==> src/rtl/fbw_pkg.sv <==
// Package: constants and carriers for the buffered-write flash host
package fbw_pkg;

    // ------------------------------------------------------------
    // Commands
    // ------------------------------------------------------------
    localparam logic [15:0] CMD_BUF_SETUP  = 16'h00e8;
    localparam logic [15:0] CMD_CONFIRM    = 16'h00d0;
    localparam logic [15:0] CMD_READ_ARRAY = 16'h00ff;
    localparam logic [15:0] CMD_CLR_STATUS = 16'h0050;
    localparam logic [15:0] CMD_READ_STAT  = 16'h0070;

    // ------------------------------------------------------------
    // Limits and status fields
    // ------------------------------------------------------------
    localparam logic [8:0]  MAX_COUNT      = 9'h1ff;
    localparam int          READY_BIT      = 7;
    localparam int          SEQ_ERR_BIT    = 4;
    localparam int          PROG_ERR_BIT   = 4;
    localparam int          ERASE_ERR_BIT  = 5;

    // ------------------------------------------------------------
    // Timing
    // ------------------------------------------------------------
    localparam int          CLK_PERIOD_NS  = 50;
    localparam int          RESET_PULSE_NS = 100;
    localparam int          RESET_PULSE_CYC = (RESET_PULSE_NS + CLK_PERIOD_NS - 1) / CLK_PERIOD_NS;
    localparam int          RESET_BUSY_US  = 25;
    localparam int          RESET_BUSY_CYC = (RESET_BUSY_US * 1000 + CLK_PERIOD_NS - 1) / CLK_PERIOD_NS;
    localparam int          POWER_TO_RESET_RELEASE_TIME = 300;
    localparam int          POWER_RELEASE_CYC = POWER_TO_RESET_RELEASE_TIME;
    localparam int          BUS_PHASE_CYC  = 3;

    // ------------------------------------------------------------
    // Carriers
    // ------------------------------------------------------------
    typedef struct packed {
        logic        ceB;
        logic        oeB;
        logic        weB;
        logic        dqOeB;
        logic [23:0] addr;
        logic [15:0] dqOut;
    } fbw_bus_t;

    typedef struct packed {
        logic        busy;
        logic        done;
        logic        fail;
        logic [15:0] status;
    } fbw_result_t;

endpackage : fbw_pkg

==> src/rtl/fbw_bus_cycle.sv <==
// One asynchronous write or read cycle on the flash pins
`timescale 1ns/1ps
module fbw_bus_cycle #(
    parameter int PHASE_CYC = fbw_pkg::BUS_PHASE_CYC
) (
    // Clock and reset
    input  wire logic          ref_clk,
    input  wire logic          rst_b,
    // Request
    input  wire logic          start,
    input  wire logic          isWrite,
    input  wire logic [23:0]   addr,
    input  wire logic [15:0]   wdata,
    // Answer
    output logic               done,
    output logic [15:0]        rdata,
    // Flash pins
    output fbw_pkg::fbw_bus_t  pins,
    input  wire logic [15:0]   dqSync
);
    typedef enum logic [1:0] {BC_IDLE, BC_ASSERT, BC_RELEASE} fbw_bc_state_t;
    typedef struct packed {
        fbw_bc_state_t     st;
        logic [7:0]        cnt;
        logic              done;
        logic [15:0]       rdata;
        fbw_pkg::fbw_bus_t pins;
    } fbw_bc_t;

    fbw_bc_t state_r;
    fbw_bc_t state_nxt;

    always_comb
    begin
        state_nxt      = state_r;
        state_nxt.done = 1'b0;
        case (state_r.st)
            BC_IDLE:
            begin
                if (start)
                begin
                    state_nxt.st         = BC_ASSERT;
                    state_nxt.cnt        = 8'h00;
                    state_nxt.pins.addr  = addr;
                    state_nxt.pins.dqOut = wdata;
                    state_nxt.pins.ceB   = 1'b0;
                    state_nxt.pins.weB   = ~isWrite;
                    state_nxt.pins.oeB   = isWrite;
                    state_nxt.pins.dqOeB = ~isWrite;
                end
            end
            BC_ASSERT:
            begin
                state_nxt.cnt = state_r.cnt + 8'h01;
                if (state_r.cnt == 8'(PHASE_CYC + 2))
                begin
                    state_nxt.rdata    = dqSync;
                    state_nxt.pins.ceB = 1'b1;
                    state_nxt.pins.oeB = 1'b1;
                    state_nxt.pins.weB = 1'b1;
                    state_nxt.st       = BC_RELEASE;
                    state_nxt.cnt      = 8'h00;
                end
            end
            default:
            begin
                state_nxt.cnt = state_r.cnt + 8'h01;
                if (state_r.cnt == 8'(PHASE_CYC))
                begin
                    state_nxt.pins.dqOeB = 1'b1;
                    state_nxt.done       = 1'b1;
                    state_nxt.st         = BC_IDLE;
                end
            end
        endcase
    end

    always_ff @(posedge ref_clk)
    begin
        if (!rst_b)
        begin
            state_r       <= '0;
            state_r.st    <= BC_IDLE;
            state_r.pins  <= '{ceB: 1'b1, oeB: 1'b1, weB: 1'b1, dqOeB: 1'b1, addr: 24'h000000, dqOut: 16'h0000};
        end
        else
        begin
            state_r <= state_nxt;
        end
    end

    assign done  = state_r.done;
    assign rdata = state_r.rdata;
    assign pins  = state_r.pins;
endmodule : fbw_bus_cycle

==> src/rtl/fbw_flash_host.sv <==
// Host controller: buffered write sequence and reset driving for a parallel flash
//
// How it works
// After setup, write word count minus one, 0000h to 01FFh.
// During the sequence every read returns the status word.
// Words are written from the start address upward.
// Start addresses with bits 9:1 zero give best throughput.
// Word addresses outside the start block make the device abort.
// On abort the status flags a bad sequence; host sends clear-status.
// Status is read right after the setup command.
// Chip select is toggled between successive status reads.
// Read-status command is never sent after setup.
// After the last operation host writes FFh for read-array mode.
// Full status check only after the sequence has completed.
// Erase-to-suspend interval kept; this host issues no erase suspend.
// While reset is low the device ignores its control pins.
// Reset pin is held low at least 100 ns.
// Reset during a program waits up to 25 us before access.
// Reset while idle completes within the reset pulse time.
// Reset held at least 300 units after power valid.
// Reset pin follows the system reset through power transitions.
// After reset the device is in read-array mode.
`timescale 1ns/1ps
module fbw_flash_host #(
    parameter int ADDR_W    = 24,
    parameter int BLOCK_LSB = 16,
    parameter int BUSY_CYC  = fbw_pkg::RESET_BUSY_CYC,
    parameter int POWER_CYC = fbw_pkg::POWER_RELEASE_CYC
) (
    // Clock and reset
    input  wire logic               ref_clk,
    input  wire logic               rst_b,
    // Command port
    input  wire logic               reqValid,
    input  wire logic [23:0]        reqAddr,
    input  wire logic [8:0]         reqCountM1,
    input  wire logic               resetReq,
    output logic                    reqReady,
    // Data words in
    input  wire logic [15:0]        wordData,
    output logic                    wordTake,
    // Result
    output fbw_pkg::fbw_result_t    result,
    // Flash pins
    output logic                    flashRst_b,
    output fbw_pkg::fbw_bus_t       flashBus,
    input  wire logic [15:0]        dqIn
);
    typedef enum logic [3:0] {
        S_POWER, S_RST_LOW, S_RST_WAIT, S_IDLE, S_SETUP, S_POLL_SETUP, S_COUNT,
        S_DATA, S_CONFIRM, S_POLL, S_CLEAR, S_ARRAY
    } fbw_state_t;

    typedef struct packed {
        fbw_state_t            st;
        logic [19:0]           cnt;
        logic [23:0]           addr;
        logic [8:0]            left;
        logic                  cycStart;
        logic                  cycWrite;
        logic [15:0]           cycData;
        logic                  rstOut;
        logic                  wordTake;
        logic                  reqReady;
        logic                  wasBusy;
        fbw_pkg::fbw_result_t  res;
    } fbw_host_t;

    fbw_host_t   state_r;
    fbw_host_t   state_nxt;
    logic [15:0] dqMeta_r;
    logic [15:0] dqSync_r;
    logic        cycDone;
    logic [15:0] cycRdata;

    function automatic logic sameBlock(input logic [23:0] a, input logic [23:0] b);
        sameBlock = (a[ADDR_W-1:BLOCK_LSB] == b[ADDR_W-1:BLOCK_LSB]);
    endfunction : sameBlock

    // ------------------------------------------------------------
    // Data pin synchroniser
    // ------------------------------------------------------------
    always_ff @(posedge ref_clk)
    begin
        dqMeta_r <= dqIn;
        dqSync_r <= dqMeta_r;
    end

    fbw_bus_cycle i_fbw_bus_cycle (
        .ref_clk (ref_clk),
        .rst_b   (rst_b),
        .start   (state_r.cycStart),
        .isWrite (state_r.cycWrite),
        .addr    (state_r.addr),
        .wdata   (state_r.cycData),
        .done    (cycDone),
        .rdata   (cycRdata),
        .pins    (flashBus),
        .dqSync  (dqSync_r)
    );

    // ------------------------------------------------------------
    // Sequencer
    // ------------------------------------------------------------
    always_comb
    begin
        state_nxt          = state_r;
        state_nxt.cycStart = 1'b0;
        state_nxt.wordTake = 1'b0;
        state_nxt.res.done = 1'b0;
        case (state_r.st)
            S_POWER:
            begin
                state_nxt.cnt = state_r.cnt + 20'h00001;
                if (state_r.cnt >= 20'(POWER_CYC))
                begin
                    state_nxt.st  = S_RST_LOW;
                    state_nxt.cnt = 20'h00000;
                end
            end
            S_RST_LOW:
            begin
                state_nxt.rstOut = 1'b0;
                state_nxt.cnt    = state_r.cnt + 20'h00001;
                if (state_r.cnt >= 20'(fbw_pkg::RESET_PULSE_CYC))
                begin
                    state_nxt.rstOut = 1'b1;
                    state_nxt.st     = S_RST_WAIT;
                    state_nxt.cnt    = 20'h00000;
                end
            end
            S_RST_WAIT:
            begin
                state_nxt.cnt = state_r.cnt + 20'h00001;
                if (!state_r.wasBusy || state_r.cnt >= 20'(BUSY_CYC))
                begin
                    state_nxt.st       = S_IDLE;
                    state_nxt.wasBusy  = 1'b0;
                    state_nxt.res.busy = 1'b0;
                    state_nxt.reqReady = 1'b1;
                end
            end
            S_IDLE:
            begin
                if (resetReq)
                begin
                    state_nxt.st       = S_RST_LOW;
                    state_nxt.reqReady = 1'b0;
                    state_nxt.cnt      = 20'h00000;
                end
                else if (reqValid)
                begin
                    state_nxt.addr     = reqAddr;
                    state_nxt.left     = (reqCountM1 > fbw_pkg::MAX_COUNT) ? fbw_pkg::MAX_COUNT : reqCountM1;
                    state_nxt.reqReady = 1'b0;
                    state_nxt.res.busy = 1'b1;
                    state_nxt.res.fail = 1'b0;
                    state_nxt.cycWrite = 1'b1;
                    state_nxt.cycData  = fbw_pkg::CMD_BUF_SETUP;
                    state_nxt.cycStart = 1'b1;
                    state_nxt.st       = S_SETUP;
                end
            end
            S_SETUP:
            begin
                if (cycDone)
                begin
                    state_nxt.cycWrite = 1'b0;
                    state_nxt.cycStart = 1'b1;
                    state_nxt.st       = S_POLL_SETUP;
                end
            end
            S_POLL_SETUP:
            begin
                if (cycDone)
                begin
                    state_nxt.cycStart = 1'b1;
                    if (cycRdata[fbw_pkg::READY_BIT])
                    begin
                        state_nxt.cycWrite = 1'b1;
                        state_nxt.cycData  = {7'h00, state_r.left};
                        state_nxt.st       = S_COUNT;
                    end
                end
            end
            S_COUNT:
            begin
                if (cycDone)
                begin
                    state_nxt.wordTake = 1'b1;
                    state_nxt.cycData  = wordData;
                    state_nxt.cycStart = 1'b1;
                    state_nxt.st       = S_DATA;
                end
            end
            S_DATA:
            begin
                if (cycDone)
                begin
                    state_nxt.cycStart = 1'b1;
                    if (state_r.left == 9'h000)
                    begin
                        state_nxt.cycData = fbw_pkg::CMD_CONFIRM;
                        state_nxt.st      = S_CONFIRM;
                    end
                    else
                    begin
                        state_nxt.left     = state_r.left - 9'h001;
                        state_nxt.addr     = state_r.addr + 24'h000002;
                        state_nxt.wordTake = 1'b1;
                        state_nxt.cycData  = wordData;
                        if (!sameBlock(state_r.addr + 24'h000002, state_r.addr))
                        begin
                            state_nxt.addr     = state_r.addr;
                            state_nxt.wordTake = 1'b0;
                            state_nxt.cycData = fbw_pkg::CMD_CONFIRM;
                            state_nxt.st      = S_CONFIRM;
                        end
                    end
                end
            end
            S_CONFIRM:
            begin
                if (cycDone)
                begin
                    state_nxt.cycWrite = 1'b0;
                    state_nxt.cycStart = 1'b1;
                    state_nxt.st       = S_POLL;
                end
            end
            S_POLL:
            begin
                if (cycDone)
                begin
                    state_nxt.cycStart = 1'b1;
                    if (cycRdata[fbw_pkg::READY_BIT])
                    begin
                        state_nxt.res.status = cycRdata;
                        state_nxt.cycWrite   = 1'b1;
                        if (cycRdata[fbw_pkg::SEQ_ERR_BIT] || cycRdata[fbw_pkg::ERASE_ERR_BIT])
                        begin
                            state_nxt.res.fail = 1'b1;
                            state_nxt.cycData  = fbw_pkg::CMD_CLR_STATUS;
                            state_nxt.st       = S_CLEAR;
                        end
                        else
                        begin
                            state_nxt.cycData = fbw_pkg::CMD_READ_ARRAY;
                            state_nxt.st      = S_ARRAY;
                        end
                    end
                end
            end
            S_CLEAR:
            begin
                if (cycDone)
                begin
                    state_nxt.cycData  = fbw_pkg::CMD_READ_ARRAY;
                    state_nxt.cycStart = 1'b1;
                    state_nxt.st       = S_ARRAY;
                end
            end
            default:
            begin
                if (cycDone)
                begin
                    state_nxt.res.busy = 1'b0;
                    state_nxt.res.done = 1'b1;
                    state_nxt.reqReady = 1'b1;
                    state_nxt.st       = S_IDLE;
                end
            end
        endcase
        if (resetReq && state_r.st != S_IDLE && state_r.st != S_POWER && state_r.st != S_RST_LOW)
        begin
            state_nxt.st       = S_RST_LOW;
            state_nxt.wasBusy  = (state_r.st >= S_CONFIRM);
            state_nxt.reqReady = 1'b0;
            state_nxt.cnt      = 20'h00000;
        end
    end

    always_ff @(posedge ref_clk)
    begin
        if (!rst_b)
        begin
            state_r        <= '0;
            state_r.st     <= S_POWER;
            state_r.rstOut <= 1'b0;
        end
        else
        begin
            state_r <= state_nxt;
        end
    end

    assign reqReady   = state_r.reqReady;
    assign wordTake   = state_r.wordTake;
    assign result     = state_r.res;
    assign flashRst_b = state_r.rstOut;
endmodule : fbw_flash_host

==> config.mk <==
export PLATFORM = sky130hd
export DESIGN_NAME = fbw_flash_host
export DESIGN_NICKNAME = d
export VERILOG_FILES = /design/src/rtl/fbw_pkg.sv /design/src/rtl/fbw_bus_cycle.sv /design/src/rtl/fbw_flash_host.sv
export SDC_FILE = /design/constraint.sdc
export NUM_CORES = 1
export LEC_CHECK = 0
export BUFFER_PORTS_ARGS = -buffer_cell sky130_fd_sc_hd__buf_4
export CAP_MARGIN = 10
export CORE_MARGIN = 3
export CORE_UTILIZATION = 55
export CTS_CLUSTER_DIAMETER = 120
export DETAILED_ROUTE_END_ITERATION = 8
export PLACE_DENSITY = 0.85
export SLEW_MARGIN = 30
export SYNTH_ARGS = -nofsm -noshare
export SYNTH_HDL_FRONTEND = slang
export SYNTH_HIERARCHICAL = 1
export SYNTH_SLANG_ARGS = --single-unit
==> constraint.sdc <==
create_clock -name ref_clk -period 3 [get_ports ref_clk]
set_input_delay 0.3 -clock ref_clk [delete_from_list [all_inputs] [get_ports ref_clk]]
set_output_delay 0.3 -clock ref_clk [all_outputs]
set_load 0.01 [all_outputs]
==> impl_metrics.toml, run 1 <==
[run_status]
status = "finished clean"

[sta]
finClkSkew_ns = 0.0179
min_period_ns = 2.66
rsz0062_at_grt = "false"
setup-violations-final = 0
hold-worst-slack_ns = 0.0178
maxSlewViolCount = 0
period_share_pct = 88.7
fmax_mhz = 376
finalSetupTns_ns = 0
worst_pin_slew_ns = 0.753
relSlewSlack_pct = 49.7
hold_viol_final = 0

[logic_synthesis]
synth_cells = 1120
syn-num-nets = 1195
syn-cell-area_um2 = 9240
ys.warnings.count = 6
synth-async-reset-ratio_pct = 0
yosys_most_used_dff = "dfxtp_1"
synth_edf_count = 0
synth.distinct_cells = 78
syn_avg_cell_area_um2 = 8.25
ys_seq_area_share_pct = 43.6
ys_ff_latch = 201

[clock_network]
cts.sink_count = 201
cts_tree = "built"
clock-root-buffer = "clkbuf_16"
clkTransAtPathRegs_ns = 0.06
cts_resized = 0
cts_htree_levels = 1
cts_max_path_buffers = 3
clk_latency_ns = 0.50
cts_made_buffers = 21
cts_setup_buffers = 0

[detailed_routing]
wire_per_inst_um = 16.3
drt_iter0_markers = 752
ant_nets = 0
via_per_inst = 5.74
drt_first_pass_iters = 5
wl_um = 22600
vias = 7988
drc = 0

[hold_path]
hold_start = "wordData[9]"
worstHoldEndpoint = "state_r[32]"
min_path_type = "primary input to register"
min_path_cells = 2

[worst_setup_path]
critPathRequiredTime_ns = 3.40
cp.arrival_ns = 3.06
reg2reg_depth = 7
r2r_slack_ns = 0.34
crit_fanout = 7
timing.rr.start = "state_r[51]"
worstSetupEndpointType = "register"
start_kind = "register"
r2r-end = "state_r[95]"
worst-setup-path-type = "register to register"

[final_layout]
insertedDiodeCount = 0
layout_commonest_cell = "nand2_1"
final_cell_mix = "nand2_1, dfxtp_1, buf_4, a21oi_1, nor2_1"
drive_gt1_share_pct = 20.4
nFillCells = 1322
area_growth_pct = 14.5
finalNetCount = 1238

[placed_design]
io_buffers = 134
place.gp.congestion = 0.896
hpwl_um = 15300

[global_routing]
grt.total_usage_pct = 24.1
antenna_found_initial = 0
globalRouteOverflowTotal = 0
grt_pass1_vias = 7533
grt_start_max_net_pins = 47
grt_pass1_wl_um = 36900

[power_and_ir_drop]
peakVddDrop_uv = 468
p_per_area_nw_per_um2 = 513
p_leak_nw = 3.97

[floorplanning]
initial_core_util_pct = 57.1
die_x_um = 136
coreArea_um2 = 16200
fp.dieH_um = 136
rows = 46
die-area_um2 = 18400
io_pins = 135

[job]
maxCapViolCount = 0
Yosys cell counts (all sizes together) (7+ instances only):
cell type | count | share of area, %
a22o | 16 | 1.5
a211oi | 11 | 0.89
clkbuf | 47 | 1.9
nor2b | 12 | 0.84
xor2 | 10 | 0.95
xnor2 | 11 | 1.0
dfxtp | 201 | 44
o21ai | 60 | 3.9
a21oi | 113 | 6.2
nand3 | 48 | 3.4
buf | 102 | 8.0
nor2 | 83 | 3.4
inv | 20 | 0.81
a22oi | 19 | 1.5
a31oi | 7 | 0.47
nor3b | 7 | 0.69
nor3 | 26 | 1.6
nand2 | 202 | 8.2
and3 | 8 | 0.54
nor4 | 9 | 0.68
nand4 | 12 | 0.98
nand2b | 9 | 0.61
how the worst max path moves through the flow:
stage / from / end / slack (ns) / depth (start not counted)
floorplan: state_r[51] / state_r[95] / 0.70 / 8
global placement: state_r[51] / state_r[95] / 0.50 / 7
detailed placement: state_r[51] / state_r[95] / 0.44 / 7
CTS: state_r[51] / state_r[95] / 0.37 / 7
global route: state_r[96] / state_r[25] / 0.17 / 6
finish: state_r[51] / state_r[95] / 0.34 / 7
kinds of logic (layout without fill, tap and decap cells):
group	Yosys count	count (layout)	synth area share (%)
and+or+nand+nor	441	441	23.0
AOI/OAI and AO/OA	280	280	19.8
DFF	201	201	43.6
buffers and inverters	170	225	10.8
xor gates and xnor gates	21	21	1.99
adders and majority gates	6	6	0.813
muxes	1	1	0.108
final cells by class:
type | instances | area [um2] | share of cell area (%)
flip-flops and latches | 201 | 4020 | 38.0
repair buffers | 169 | 1310 | 12.4
well taps | 216 | 270 | 2.56
clock buffers | 30 | 619 | 5.86
clock inverters | 5 | 52.6 | 0.497
multi-input cells | 749 | 4220 | 39.9
inverters | 21 | 78.8 | 0.745
critical path: stages (launching register included):
cell,delay [ns]
dfxtp_1,0.41
ha_1,0.24
nand3_2,0.15
or3_1,0.54
o211ai_4,0.29
o2111ai_2,0.21
or4_1,0.57
a21oi_1,0.16
registers in the layout (all words and copies together), names as in the netlist:
name	cells
state_r	76
i_fbw_bus_cycle/pins	44
result	19
dqMeta_r	16
dqSync_r	16
i_fbw_bus_cycle/rdata	16
i_fbw_bus_cycle/state_r	10
flashRst_b	1
i_fbw_bus_cycle/done	1
reqReady	1
wordTake	1
layer usage:
layer	track usage, %	part of all wire [%]
met1	32.0	42
met5	0	0
met3	4.12	7.5
met4	7.45	2.9
met2	40.4	48
through the flow:
step	worst slack [ns]	utilization, %	total power [mW]	std cells	instance area [um2]
3_5_place_dp	0.437	60.3	2.94	1340	9740
6_report	0.339	65.4	5.43	1391	10600
3_3_place_gp	0.502	60.3	2.94	1340	9740
2_1_floorplan	0.700	-	2.84	1120	9240
5_1_grt	0.172	65.4	5.59	1391	10600
4_1_cts	0.373	65.4	5.47	1391	10600
power by group:
| group | switching (mW) | total [mW] | internal [mW] |
|---|---|---|---|
| clock network | 1.01 | 2.52 | 1.51 |
| registers | 0.0118 | 2.71 | 2.70 |
| logic | 0.102 | 0.196 | 0.0945 |
what timing repair did:
item	4_1_cts	5_1_grt
hold endpoints to repair	16	0
setup endpoints to repair	0	0
hold buffers	16	0
Power figures use the tool's default switching activity.
==> run 2: changes to the inputs <==
--- a/config.mk
+++ b/config.mk
@@ -5,13 +5,14 @@
 export SDC_FILE = /design/constraint.sdc
 export NUM_CORES = 1
 export LEC_CHECK = 0
+export ABC_AREA = 1
 export BUFFER_PORTS_ARGS = -buffer_cell sky130_fd_sc_hd__buf_4
 export CAP_MARGIN = 10
 export CORE_MARGIN = 3
 export CORE_UTILIZATION = 55
 export CTS_CLUSTER_DIAMETER = 120
 export DETAILED_ROUTE_END_ITERATION = 8
-export PLACE_DENSITY = 0.85
+export PLACE_DENSITY = 0.88
 export SLEW_MARGIN = 30
 export SYNTH_ARGS = -nofsm -noshare
 export SYNTH_HDL_FRONTEND = slang
==> run 2 against run 1 <==
  * Clock power rose by 8%
  * Clock-buffer cell count up 1
  * Final cell count up 16%
  * Power rose by 23%
  * First-iteration DRC count is 20% lower
  * Global-route usage shrank 0.13 points
  * Register-to-register slack improved by 0.37 ns
  * Utilization decreased by 0.31 points
  * Critical path type unchanged
  * Worst hold slack improved by 0.0086 ns
  * Largest power group unchanged
  * Cell area rose by 2.8%
==> impl_metrics.toml, run 2 <==
[worst_setup_path]
crit_fanout = 26
cp.arrival_ns = 2.69
worstSetupEndpointType = "register"
start_kind = "register"
r2r-end = "state_r[66]"
timing.rr.start = "state_r[41]"
worst-setup-path-type = "register to register"
reg2reg_depth = 11
r2r_slack_ns = 0.71
critPathRequiredTime_ns = 3.40

[placed_design]
hpwl_um = 16200
place.gp.congestion = 0.959
place_ws_ns = 0.785
io_buffers = 134

[clock_network]
hold_buffers = 16
cts_htree_levels = 1
cts_setup_buffers = 0
clock-root-buffer = "clkbuf_16"
cts.sink_count = 201
cts_resized = 0
cts_max_path_buffers = 3
cts_made_buffers = 22
cts_tree = "built"
clk_latency_ns = 0.51
clkTransAtPathRegs_ns = 0.06

[power_and_ir_drop]
peakVddDrop_uv = 458
p_leak_nw = 4.54
p_per_area_nw_per_um2 = 616

[logic_synthesis]
yosys_most_used_dff = "dfxtp_1"
synthTopCellsByCount = "nand2_1, dfxtp_1, nor2_1"
yosysMostFrequentCell = "nand2_1"
synth_area_leaders = "dfxtp_1, nand2_1, nor2_1, buf_4, a21oi_1"
synth_top_cell_by_area = "dfxtp_1"
syn-cell-area_um2 = 9460
ys.warnings.count = 6
synth_cells = 1321
syn_avg_cell_area_um2 = 7.16
synth-async-reset-ratio_pct = 0
synth_edf_count = 0
ys_seq_area_share_pct = 42.6
synth_top_area_share_pct = 42.6
syn-num-nets = 1396
ys_ff_latch = 201
synth.distinct_cells = 49

[final_layout]
top_register = "state_r"
layout_commonest_cell = "nand2_1"
drive_gt1_share_pct = 16.4
final_cell_mix = "nand2_1, dfxtp_1, nor2_1, buf_4, a21oi_1"
final_util_pct = 65.1
final-seq-area_um2 = 4020
insertedDiodeCount = 0
nFillCells = 1414
area_growth_pct = 15.0
largest_reg_flops = 76
multi_input_comb_area_um2 = 4170
finalNetCount = 1458

[hold_path]
hold_start = "wordData[8]"
min_path_type = "primary input to register"
worstHoldEndpoint = "state_r[31]"
min_path_cells = 3

[sta]
finClkSkew_ns = 0.0139
maxSlewViolCount = 0
worst_pin_slew_ns = 0.650
hold-worst-slack_ns = 0.0264
relSlewSlack_pct = 56.6
finalSetupTns_ns = 0
hold_viol_final = 0
fin_ws_ns = 0.707
fmax_mhz = 436
min_period_ns = 2.29
rsz0062_at_grt = "false"
period_share_pct = 76.4
setup-violations-final = 0

[floorplanning]
initial_core_util_pct = 56.6
die-area_um2 = 18800
fp.dieH_um = 137
coreArea_um2 = 16700
io_pins = 135
rows = 47
die_x_um = 137

[run_status]
status = "finished clean"

[global_routing]
grt_pass1_vias = 7950
grt.total_usage_pct = 24.0
antenna_found_initial = 0
grt_start_max_net_pins = 52
grt_pass1_wl_um = 37100
globalRouteOverflowTotal = 0

[detailed_routing]
drt_first_pass_iters = 5
via_per_inst = 5.42
vias = 8776
wl_um = 23400
drc = 0
drt_iter0_markers = 603
ant_nets = 0
wire_per_inst_um = 14.4

[job]
maxCapViolCount = 0
-- run 2: changes by cell type after synthesis, moves of 10 or more --
cell and change:
nand3_1 +51, o21ai_0 +46, a22oi_1 -18, nand4_1 +10
a22o_1 -15, nor2_1 +115, inv_2 +10, nand2_2 +10
nor2b_1 -11, nand3_2 -11, inv_1 +79, nand2_1 +66
clkbuf_1 -30, o21ai_2 -17
-- run 2: how the worst max path moves through the flow --
stage | startpoint | endpoint | slack, ns | depth (start not counted)
2_1_floorplan | state_r[51] | state_r[59] | 1.20 | 13
3_3_place_gp | state_r[97] | state_r[52] | 0.85 | 8
3_5_place_dp | state_r[97] | state_r[54] | 0.79 | 9
4_1_cts | state_r[97] | state_r[54] | 0.76 | 9
5_1_grt | state_r[97] | state_r[52] | 0.55 | 8
6_report | state_r[41] | state_r[66] | 0.71 | 11
-- run 2: critical path, stage by stage, from the launching register on --
cell and delay [ns]:
dfxtp_1 0.31, inv_1 0.12, ha_1 0.22, nand2_1 0.10
nor2_1 0.24, nand3_1 0.13, nand2_2 0.16, clkinv_2 0.20
nand2_4 0.22, inv_4 0.15, o21ai_0 0.24, a21oi_1 0.07
-- run 2: logic make-up after synthesis --
kind of cell	share of synthesized area (%)
and+or+nand+nor	29.0
buffers and inverters	13.4
AOI/OAI and AO/OA	13.4
DFF	42.6
xor gates and xnor gates	0.926
adders and majority gates	0.794
-- run 2: routing by layer --
layer / global-route usage, % / routed length (um) / vias up
li1: - / - / 4344
met3: 5.00 / 1920 / 61
met5: 0 / 0 / -
met1: 30.0 / 9630 / 4001
met2: 40.8 / 11000 / 370
met4: 8.81 / 790 / 0
-- run 2: cell type report --
class,instances,share of cell area [%]
Sequential cell,201,37.0
Clock buffer,31,6.02
Inverter,115,4.01
Tap cell,220,2.53
Timing Repair Buffer,158,11.3
Multi-Input combinational cell,885,38.3
Clock inverter,8,0.806
-- run 2: metrics by stage --
step	std cells	total power, mW	area [um2]
floorplan	1321	3.69	9460
global placement	1563	3.99	9970
detailed placement	1563	4.00	9970
CTS	1618	6.71	10900
global route	1618	6.98	10900
finish	1618	6.69	10900
-- run 2: power by group --
part | switching, mW | internal (mW) | total, mW
sequential | 0.107 | 2.80 | 2.91
clock | 1.09 | 1.61 | 2.71
combinational | 0.700 | 0.378 | 1.08
total | 1.90 | 4.79 | 6.69
==> run 3: changes to the inputs <==
--- a/config.mk
+++ b/config.mk
@@ -5,11 +5,11 @@
 export SDC_FILE = /design/constraint.sdc
 export NUM_CORES = 1
 export LEC_CHECK = 0
-export ABC_AREA = 1
+export ABC_AREA = 0
 export BUFFER_PORTS_ARGS = -buffer_cell sky130_fd_sc_hd__buf_4
 export CAP_MARGIN = 10
 export CORE_MARGIN = 3
-export CORE_UTILIZATION = 55
+export CORE_UTILIZATION = 52
 export CTS_CLUSTER_DIAMETER = 120
 export DETAILED_ROUTE_END_ITERATION = 8
 export PLACE_DENSITY = 0.88
==> constraint.sdc (replaced) <==
create_clock -name ref_clk -period 1.9 [get_ports ref_clk]
set_input_delay 0.19 -clock ref_clk [delete_from_list [all_inputs] [get_ports ref_clk]]
set_output_delay 0.19 -clock ref_clk [all_outputs]
set_load 0.01 [all_outputs]
==> run 3 against run 2 <==
  * Worst setup slack worse by 0.97 ns
  * Non-clock buffer count up 168
  * Register-to-register slack worse by 0.97 ns
  * Wire length rose by 32%
  * Clock-buffer cell count decreased by 3
  * Combinational power down 63%
  * Via count up 7.2%
  * The flow now finishes with violations (setup timing)
  * Clock power rose by 56%
  * Worst hold slack worse by 0.0042 ns
  * Flip-flop and latch count did not move
  * Critical path depth shrank 5
==> impl_metrics.toml, run 3 (synthesized netlist as in run 1, its figures left out) <==
[run_status]
status = "finished, violations left"
failed_checks = "setup timing"

[power_and_ir_drop]
p_int_mw = 6.96
p_switching_mw = 1.93
swShare_pct = 21.7
p_leak_nw = 4.96
p_seq_share_pct = 48.0
combPwrFrac_pct = 4.5
peakVddDrop_uv = 795
p_clk_share_pct = 47.5
power_mw = 8.89
p_per_area_nw_per_um2 = 706

[worst_setup_path]
timing.rr.start = "state_r[63]"
crit_start = "state_r[63]"
crit_buf_inv = 0
reg2reg_depth = 6
r2r_slack_ns = -0.26
crit_path_end = "state_r[95]"
crit_chain = "nand4_1 -> or4_4 -> o211ai_4 -> o2111ai_2 -> or4_1 -> a21oi_1"
worst-setup-path-type = "register to register"
critical-path-max-stage-delay_ns = 0.57
worstSetupEndpointType = "register"
r2r-end = "state_r[95]"
crit_cells = 6
cp.arrival_ns = 2.56
critPathRequiredTime_ns = 2.30
path_delay_family = "simple AND/OR/NAND/NOR gates"
crit_path_top_delay_cell = "or4_4"
start_kind = "register"
crit_fanout = 3

[detailed_routing]
drc = 0
vias = 9411
ant_nets = 0
wl_um = 30800
drt_first_pass_iters = 6
wire_per_inst_um = 19.8
drt_iter0_markers = 847
via_per_inst = 6.04

[sta]
maxSlewViolCount = 0
relSlewSlack_pct = 60.4
fmax_mhz = 463
finClkSkew_ns = 0.0213
min_period_ns = 2.16
rsz0062_at_grt = "true"
setup-violations-final = 51
fin_ws_ns = -0.261
finalSetupTns_ns = -5.30
worst_pin_slew_ns = 0.590
period_share_pct = 114
hold_viol_final = 0

[final_layout]
largest_reg_flops = 76
drive_gt1_share_pct = 37.0
nFillCells = 1047
layout.cells.non_filler = 1559
area_growth_pct = 36.2
final_cell_mix = "buf_4, nand2_1, dfxtp_1, a21oi_1, nor2_1"
layout_commonest_cell = "buf_4"
finalNetCount = 1395
top_register = "state_r"
insertedDiodeCount = 0

[hold_path]
min_path_cells = 3
min_path_type = "primary input to register"

[clock_network]
cts.sink_count = 201
clk_latency_ns = 0.51
cts_max_path_buffers = 3
cts_made_buffers = 21
cts_htree_levels = 1
clock-root-buffer = "clkbuf_16"
clkTransAtPathRegs_ns = 0.07
cts_tree = "built"

[floorplanning]
initial_core_util_pct = 53.2
fp.dieH_um = 139
die_x_um = 139
rows = 48
coreArea_um2 = 17400
die-area_um2 = 19400
io_pins = 135

[global_routing]
grt_start_max_net_pins = 49
globalRouteOverflowTotal = 0
grt_pass1_vias = 8817
grt_pass1_wl_um = 43400
antenna_found_initial = 0
grt.total_usage_pct = 26.7

[placed_design]
io_buffers = 134
placedCellCount = 1465
place.gp.congestion = 0.979
hpwl_um = 17600

[job]
maxCapViolCount = 0
==> run 3: changes by cell type in the layout (fill, tap and decap cells not counted), sizes merged, moves of 31 or more <==
cell / delta
o21ai: -31
nor2: -126
buf: +149
inv: -90
nand2: -80
nand3: -40
==> run 3: worst min path at each step <==
stage	end	slack, ns	from
floorplan	dqMeta_r[0]	0.22	dqIn[0]
global placement	dqMeta_r[15]	0.29	dqIn[15]
detailed placement	dqMeta_r[0]	0.30	dqIn[0]
CTS	state_r[30]	0.02	wordData[7]
global route	state_r[51]	0.04	reqAddr[1]
finish	state_r[51]	0.02	reqAddr[1]
==> run 3: what timing repair did <==
item,4_1_cts,5_1_grt
setup buffers,9,11
cloned,0,5
hold buffers,33,0
gates resized for setup,27,108
hold endpoints to repair,33,0
pin swaps,7,34
setup endpoints to repair,64,77
==> run 3: power by group through the flow <==
stage | Combinational (mW) | Clock [mW] | Sequential, mW
6_report | 0.401 | 4.22 | 4.26
5_1_grt | 0.423 | 4.44 | 4.27
4_1_cts | 0.367 | 4.23 | 4.26
3_5_place_dp | 0.309 | 0 | 4.36
2_1_floorplan | 0.126 | 0 | 4.36
3_3_place_gp | 0.305 | 0 | 4.36
==> run 3: tightest hold or removal path, stage by stage <==
cell	delay [ns]
buf_4	0.09
a211oi_1	0.06
nor3_1	0.13
==> run 3: cell type report <==
type                            count  area, um2  area share, %
Clock buffer                       28        603           4.79
Sequential cell                   201       4070           32.3
Inverter                           21       78.8          0.626
Multi-Input combinational cell    749       4710           37.4
Clock inverter                      9        104          0.825
Tap cell                          225        282           2.24
Timing Repair Buffer              326       2740           21.8
==> run 3: layer usage <==
metal	track usage [%]	part of all wire, %	vias to the layer above
li1	-	-	4221
met1	31.8	36	4348
met2	46.7	48	623
met3	4.71	9.2	219
met4	12.5	6.9	0
met5	0	0	-
==> run 3: through the flow <==
stage | util, % | hold WS [ns] | cell area [um2] | setup slack, ns
after global routing | 72.5 | 0.0355 | 12600 | -0.268
after detailed placement | 62.5 | 0.295 | 10800 | -0.210
after CTS | 69.4 | 0.0181 | 12100 | -0.0796
after global placement | 62.5 | 0.294 | 10800 | -0.152
final | 72.5 | 0.0222 | 12600 | -0.261
after floorplan | - | 0.218 | 9370 | -0.0907
